==> src/hdl/lcb_pkg.sv <==
// Constants and types for the look-aside cache bus slave
package lcb_pkg;
	localparam logic [1:0] BURST_LEFT = 2'h3;
	localparam logic [1:0] SINGLE_LEFT = 2'h0;
	localparam logic [1:0] LAST_BUT_ONE = 2'h1;
	localparam logic [2:0] FGN_BURST = 3'h4;
	localparam logic [2:0] FGN_SINGLE = 3'h1;
	localparam logic [1:0] ARTRY_HOLD = 2'h1;
	localparam logic [3:0] REG_CTRL = 4'h0;
	localparam logic [3:0] REG_STAT = 4'h4;
	localparam int CTRL_EN = 0;
	localparam logic CTRL_EN_RST = 1'b1;
	typedef struct packed {
		logic snoop;
		logic rd;
		logic burst;
		logic inh;
		logic wt;
		logic hit;
		logic dirty;
	} lcb_req_t;
	typedef struct packed {
		logic claim;
		logic aack;
		logic ta;
		logic dq_oe;
		logic artry;
		logic breq;
	} lcb_bus_t;
	typedef struct packed {
		logic inval;
		logic copyback;
		logic fill;
		logic defer;
	} lcb_evt_t;
	typedef struct packed {
		logic fast;
		logic rt_busy;
		logic fgn;
		logic act;
		logic pend;
		logic en;
	} lcb_stat_t;
	typedef enum logic [1:0] {RT_IDLE, RT_HOLD, RT_BRWIN} lcb_rt_t;
endpackage

==> src/hdl/lcb_bus_slave.sv <==
// Bus-side transaction control of the look-aside cache
`timescale 1ns/1ps
module lcb_bus_slave import lcb_pkg::*; (
	// Clock and reset
	input wire logic core_clk,
	input wire logic sys_rst,
	// Strap
	input wire logic streaming_fast_mode,
	// Processor bus
	input wire logic ts,
	input wire lcb_req_t req,
	input wire logic proc_data_grant,
	input wire logic proc_bus_request,
	input wire logic artry_in,
	input wire logic ext_ta,
	input wire logic copyback_done,
	output lcb_bus_t bus_o,
	output lcb_evt_t evt_o,
	// Register port
	input wire logic [3:0] reg_addr,
	input wire logic [31:0] reg_wdata,
	input wire logic reg_wr,
	input wire logic reg_rd,
	output logic [31:0] reg_rdata
);
	logic en_ff, nxt_en, fast_ff, nxt_fast;
	logic pend_ff, nxt_pend, pend_rd_ff, nxt_pend_rd, pend_burst_ff, nxt_pend_burst;
	logic pend_ack_ff, nxt_pend_ack, act_rd_ff, nxt_act_rd, gap_ff, nxt_gap;
	logic [1:0] ta_left_ff, nxt_ta_left, rt_cnt_ff, nxt_rt_cnt;
	logic fgn_ff, nxt_fgn, fgn_fill_ff, nxt_fgn_fill;
	logic [2:0] fgn_left_ff, nxt_fgn_left;
	lcb_rt_t rt_ff, nxt_rt;
	lcb_bus_t bus_ff, nxt_bus;
	lcb_evt_t evt_ff, nxt_evt;
	lcb_stat_t stat;
	logic [31:0] rdata_ff, nxt_rdata;
	logic claim_ok, retry_new, inval_new, fill_new, fgn_new, fgn_done, foreign_rt;
	logic cur_v, cur_rd, cur_burst, cur_ack, ta_last, last_next, stream, aack_go, start_go;

	assign bus_o = bus_ff;
	assign evt_o = evt_ff;
	assign reg_rdata = rdata_ff;
	// Retry seen on the wire but not driven by this block
	assign foreign_rt = artry_in & ~bus_ff.artry;

	always_comb
	begin
		claim_ok = en_ff & ts & ~req.snoop & req.hit & ~req.inh & (req.rd | ~req.wt) & ~pend_ff;
		retry_new = en_ff & ts & req.hit & (rt_ff == RT_IDLE) &
			(req.snoop ? req.dirty : (req.rd ? (req.inh & req.dirty) : (~req.burst & (req.inh | req.wt))));
		inval_new = en_ff & ts & ~req.snoop & req.rd & req.inh & req.hit & ~req.dirty;
		fill_new = en_ff & ts & ~req.snoop & req.rd & ~req.hit & req.burst & ~req.inh;
		fgn_done = fgn_ff & ext_ta & (fgn_left_ff == FGN_SINGLE);
		fgn_new = ts & ~claim_ok & ~retry_new & (~fgn_ff | fgn_done);
		// Transfer start decisions are made in the start cycle itself
		cur_v = pend_ff | claim_ok;
		cur_rd = pend_ff ? pend_rd_ff : req.rd;
		cur_burst = pend_ff ? pend_burst_ff : req.burst;
		cur_ack = pend_ff & pend_ack_ff;
		ta_last = bus_ff.ta & (ta_left_ff == SINGLE_LEFT);
		last_next = bus_ff.ta & (ta_left_ff == LAST_BUT_ONE);
		// stream only behind own read hit, same device
		stream = fast_ff & ta_last & act_rd_ff & cur_rd & ~fgn_ff;
		aack_go = cur_v & ~cur_ack & ~fgn_ff & (~bus_ff.ta | last_next);
		// Tenure ending at this edge still shows ta or fgn, so at least one idle cycle follows unless a read hit streams
		// start on qualified grant
		start_go = cur_v & proc_data_grant & ~artry_in & (cur_ack | aack_go) &
			((~bus_ff.ta & ~fgn_ff) | stream);

		nxt_bus = bus_ff;
		nxt_evt = '0;
		nxt_bus.claim = claim_ok;
		nxt_bus.aack = aack_go;
		if (start_go)
		begin
			nxt_bus.ta = 1'b1;
			nxt_ta_left = cur_burst ? BURST_LEFT : SINGLE_LEFT;
			nxt_act_rd = cur_rd;
		end
		else
		begin
			nxt_bus.ta = bus_ff.ta & ~ta_last;
			nxt_ta_left = bus_ff.ta & ~ta_last ? ta_left_ff - 2'h1 : ta_left_ff;
			nxt_act_rd = act_rd_ff;
		end
		// Write data comes from the master, so only reads turn drivers on
		nxt_bus.dq_oe = nxt_bus.ta & nxt_act_rd;
		nxt_gap = (ta_last & ~start_go) | fgn_done;

		nxt_pend = pend_ff;
		nxt_pend_rd = pend_rd_ff;
		nxt_pend_burst = pend_burst_ff;
		nxt_pend_ack = pend_ack_ff | aack_go;
		if (start_go)
		begin
			nxt_pend = 1'b0;
			nxt_pend_ack = 1'b0;
		end
		else if (claim_ok)
		begin
			nxt_pend = 1'b1;
			nxt_pend_rd = req.rd;
			nxt_pend_burst = req.burst;
			nxt_pend_ack = aack_go;
		end
		else if (pend_ff & foreign_rt)
		begin
			nxt_pend = 1'b0;
			nxt_pend_ack = 1'b0;
		end

		// Only one foreign tenure is tracked; deeper foreign pipelining is not followed
		nxt_fgn = fgn_ff;
		nxt_fgn_left = fgn_left_ff;
		nxt_fgn_fill = fgn_fill_ff;
		if (fgn_new)
		begin
			nxt_fgn = 1'b1;
			nxt_fgn_left = req.burst ? FGN_BURST : FGN_SINGLE;
			nxt_fgn_fill = fill_new;
		end
		else if (fgn_ff & foreign_rt)
		begin
			nxt_fgn = 1'b0;
		end
		else if (fgn_ff & ext_ta)
		begin
			nxt_fgn = ~fgn_done;
			nxt_fgn_left = fgn_left_ff - 3'h1;
		end
		// capture strobe for each memory beat of a foreign line fill
		nxt_evt.fill = fgn_ff & fgn_fill_ff & ext_ta;
		nxt_evt.inval = inval_new;

		nxt_rt = rt_ff;
		nxt_rt_cnt = rt_cnt_ff;
		nxt_bus.artry = 1'b0;
		unique case (rt_ff)
			RT_IDLE:
			begin
				if (retry_new)
				begin
					nxt_rt = RT_HOLD;
					nxt_rt_cnt = ARTRY_HOLD;
					nxt_bus.artry = 1'b1;
				end
			end
			RT_HOLD:
			begin
				nxt_bus.artry = rt_cnt_ff != 2'h0;
				nxt_rt_cnt = rt_cnt_ff - 2'h1;
				if (rt_cnt_ff == 2'h0)
				begin
					nxt_rt = RT_BRWIN;
				end
			end
			RT_BRWIN:
			begin
				// defer to the processor's own copy-back
				nxt_evt.defer = proc_bus_request;
				nxt_evt.copyback = ~proc_bus_request;
				nxt_rt = RT_IDLE;
			end
		endcase
		// drop request after a retry we did not drive
		nxt_bus.breq = nxt_evt.copyback | (bus_ff.breq & ~copyback_done & ~foreign_rt);

		// strap follows the pin only while reset is held
		nxt_fast = sys_rst ? streaming_fast_mode : fast_ff;
		nxt_en = (reg_wr & (reg_addr == REG_CTRL)) ? reg_wdata[CTRL_EN] : en_ff;
		stat = '{fast: fast_ff, rt_busy: rt_ff != RT_IDLE, fgn: fgn_ff, act: bus_ff.ta, pend: pend_ff, en: en_ff};
		nxt_rdata = 32'h0;
		if (reg_rd & (reg_addr == REG_CTRL))
		begin
			nxt_rdata[CTRL_EN] = en_ff;
		end
		else if (reg_rd & (reg_addr == REG_STAT))
		begin
			nxt_rdata[$bits(lcb_stat_t)-1:0] = stat;
		end
	end

	always_ff @(posedge core_clk)
	begin
		fast_ff <= nxt_fast;
		if (sys_rst)
		begin
			en_ff <= CTRL_EN_RST;
			pend_ff <= 1'b0;
			pend_rd_ff <= 1'b0;
			pend_burst_ff <= 1'b0;
			pend_ack_ff <= 1'b0;
			act_rd_ff <= 1'b0;
			gap_ff <= 1'b0;
			ta_left_ff <= 2'h0;
			fgn_ff <= 1'b0;
			fgn_left_ff <= 3'h0;
			fgn_fill_ff <= 1'b0;
			rt_ff <= RT_IDLE;
			rt_cnt_ff <= 2'h0;
			bus_ff <= '0;
			evt_ff <= '0;
			rdata_ff <= 32'h0;
		end
		else
		begin
			en_ff <= nxt_en;
			pend_ff <= nxt_pend;
			pend_rd_ff <= nxt_pend_rd;
			pend_burst_ff <= nxt_pend_burst;
			pend_ack_ff <= nxt_pend_ack;
			act_rd_ff <= nxt_act_rd;
			gap_ff <= nxt_gap;
			ta_left_ff <= nxt_ta_left;
			fgn_ff <= nxt_fgn;
			fgn_left_ff <= nxt_fgn_left;
			fgn_fill_ff <= nxt_fgn_fill;
			rt_ff <= nxt_rt;
			rt_cnt_ff <= nxt_rt_cnt;
			bus_ff <= nxt_bus;
			evt_ff <= nxt_evt;
			rdata_ff <= nxt_rdata;
		end
	end
endmodule // lcb_bus_slave

==> config.mk <==
export PLATFORM = sky130hd
export DESIGN_NAME = lcb_bus_slave
export DESIGN_NICKNAME = d
export VERILOG_FILES = /design/src/hdl/lcb_pkg.sv /design/src/hdl/lcb_bus_slave.sv
export SDC_FILE = /design/constraint.sdc
export NUM_CORES = 1
export LEC_CHECK = 0
export BUFFER_PORTS_ARGS = -buffer_cell sky130_fd_sc_hd__buf_2
export CELL_PAD_IN_SITES_DETAIL_PLACEMENT = 0
export CELL_PAD_IN_SITES_GLOBAL_PLACEMENT = 1
export CORE_MARGIN = 10
export CORE_UTILIZATION = 28
export DETAILED_ROUTE_END_ITERATION = 8
export PLACE_DENSITY = 0.83
export SETUP_SLACK_MARGIN = 0.02
export SLEW_MARGIN = 20
export SYNTH_ARGS = -nofsm -noshare
export SYNTH_HDL_FRONTEND = slang
export SYNTH_SLANG_ARGS = --single-unit
==> constraint.sdc <==
create_clock -name core_clk -period 1.45 [get_ports core_clk]
set_input_delay 0.3625 -clock core_clk [delete_from_list [all_inputs] [get_ports core_clk]]
set_output_delay 0.3625 -clock core_clk [all_outputs]
set_load 0.02 [all_outputs]
==> qor.yml <==
outcome:
  status: "complete, but fails checks"
  violations: "negative setup slack"
timing:
  period_share_pct: 102
  post-route-min-period_ps: 1470
  fmax_mhz: 679
  finClkSkew_ps: 3.41
  rsz0062_at_grt: "true"
  final_hold_viol_count: 0
  fin_ws_ps: -22.4
  setup_viol: 1
  slew_viol_final: 0
critical_path:
  crit_fanout: 6
  cp.arrival_ps: 1660
  critPathCaptureType: "flop"
  worstPathRequired_ps: 1640
  worstSetupPathType: "primary input to flop"
  critPathLaunchType: "primary input"
finish:
  diodes: 0
  nNetsFinal: 329
  drive_above_1_share_pct: 47.0
  final_util_pct: 40.4
  design_area_um2: 2540
  area_growth_pct: 42.0
power_and_ir_drop:
  p_leak_nw: 1.12
  power_mw: 2.68
  ir_drop_mv: 0.530
  p_per_area_nw_per_um2: 1060
yosys:
  async_flop_share_pct: 0
  synth_most_common_cell: "dfxtp_1"
  syn_inst: 193
  seq_area_frac_synth_pct: 38.6
  synth_area_um2: 1790
  synth_enable_flop_cells: 1
  ys_ff_latch: 34
  synth_area_leaders: "dfxtp_1, buf_4, ha_1, nor2_1, inv_1"
  synth_flop_cell: "dfxtp_1"
  synth_common_cells: "dfxtp_1, buf_4, nor2_1"
  ys_warn_count: 0
  syn_area_per_cell_um2: 9.26
  yosysTopAreaCell: "dfxtp_1"
  synth_top_area_share_pct: 36.9
  synth.distinct_cells: 52
clock_tree:
  cts_tree: "yes"
  cts_htree_levels: 2
  clkTransAtPathRegs_ps: 70
  numCtsBuffers: 5
  ctsHoldBuffers: 0
  clk_path_buf_depth: 2
  cts_sinks: 34
  root_buffer: "clkbuf_8"
  clk_latency_ps: 290
grt:
  grt.overflow.total: 0
  grt_pass1_wl_um: 7450
  antenna_found_initial: 0
  grt_pass1_vias: 1645
  grtUsageTotal_pct: 9.20
  grt_max_degree: 17
routing:
  drt_iter0_drc: 62
  vias: 1532
  wirelength_um: 4700
  wl_per_cell_um: 13.6
  vias_per_cell: 4.44
  ant_nets: 0
  drtPass1Iterations: 4
  route.detailed.drc: 0
die:
  start_util_pct: 28.5
  chipHeight_um: 99.9
  core_area_um2: 6280
  fp.dieW_um: 99.9
  ios: 96
  dieArea_um2: 9980
  core.rowCount: 29
placement:
  hpwl_um: 3480
  gp_congestion: 0.780
  io_buffer_count: 38
  dpl_cell_area_um2: 2180
hold_path:
  hold_class: "primary input to flop"
flow_run:
  maxCapViolations: 0
## worst max-delay path: stages
cell and delay (ps):
buf_4 140, buf_6 120, a21o_1 180, a22oi_2 290, o311a_4 330, nor4b_4 60, a31o_1 190
## placed cells by master, fill, tap and decap left out, types with 3 or more instances in the layout
cell type / netlist / routed
nand3_1: 5 / 3
nand2b_1: 3 / 3
nand3b_1: 4 / 4
conb_1: 1 / 26
dfxtp_1: 33 / 26
clkbuf_8: 0 / 6
and3_1: 3 / 3
nor3b_1: 3 / 3
nor2_1: 12 / 9
o21ai_0: 8 / 3
o21ai_1: 0 / 4
buf_2: 0 / 37
ha_1: 8 / 4
buf_4: 27 / 30
inv_1: 11 / 5
nand2_1: 10 / 10
ha_4: 0 / 4
inv_2: 1 / 5
a21oi_1: 7 / 6
dfxtp_2: 0 / 6
buf_6: 2 / 4
nor3_1: 4 / 4
and2_1: 5 / 5
## path summary, 6_finish.rpt
check                                                 from                     endpoint  slack, ps  cells past startpoint
worst min-delay path                   streaming_fast_mode            fast_ff$_DFFE_PP_        260                      1
worst max register to register  ta_left_ff[0]$_SDFFE_PP0P_      pend_rd_ff$_SDFFE_PP0P_          0                      7
worst min register to register    fgn_fill_ff$_SDFFE_PP0P_          evt_o[1]$_SDFF_PP0_        450                      2
worst max-delay path                                req[5]  fgn_left_ff[2]$_SDFFE_PP0P_        -20                      7
## per-stage QoR
stage | cells | TNS, ps | setup WS, ps | hold slack (ps)
5_1_grt | 345 | -699 | -89.9 | 241
6_report | 345 | -22.4 | -22.4 | 258
3_5_place_dp | 329 | -3190 | -288 | 445
4_1_cts | 342 | -59.7 | -22.5 | 246
2_1_floorplan | 218 | 0 | 14.3 | 424
3_3_place_gp | 329 | -3050 | -289 | 433
## area by class of cell
class,count,area (µm²)
multi-input combinational,142,1120
inverter,12,50.0
clock inverter,1,5.00
timing repair buffer,72,475
sequential,34,702
tap,77,96.3
clock buffer,7,86.3
fill,624,3740
## sequential cells by signal, summed over array words and instances (netlist names)
register,cells
act_rd_ff,1
bus_o,6
en_ff,1
evt_o,4
fast_ff,1
fgn_ff,1
fgn_fill_ff,1
fgn_left_ff,3
pend_ack_ff,1
pend_burst_ff,1
pend_ff,1
pend_rd_ff,1
reg_rdata,6
rt_cnt_ff,2
rt_ff,2
ta_left_ff,2
## per-layer routing
layer / GRT usage, % / wire [µm]
met1: 9.68 / 1930
met2: 15.6 / 2330
met3: 3.98 / 407
met4: 4.08 / 25
met5: 0 / 0
## logic make-up (layout without fill, tap and decap cells)
group / after synthesis / in the layout / synth area share [%]
compound gates: 36 / 36 / 15.3
xor+xnor: 1 / 1 / 0.490
fa+ha+maj: 8 / 8 / 5.60
buf+inv: 43 / 92 / 15.5
flops: 34 / 34 / 38.6
mux: 4 / 4 / 2.38
other cells: 1 / 26 / 0.210
simple gates: 66 / 67 / 21.9
## power by group
part           internal [mW]  switching, mW
logic                  0.437          0.457
registers               1.01         0.0510
clock network          0.383          0.338
total                   1.83          0.847
## timing repair
action,CTS,global route
gates resized for setup,28,23
buffers inserted,4,3
cloned,1,0
endpoints found under the setup margin,12,16
pin swaps,11,12
(Power assumes the default switching activity.)
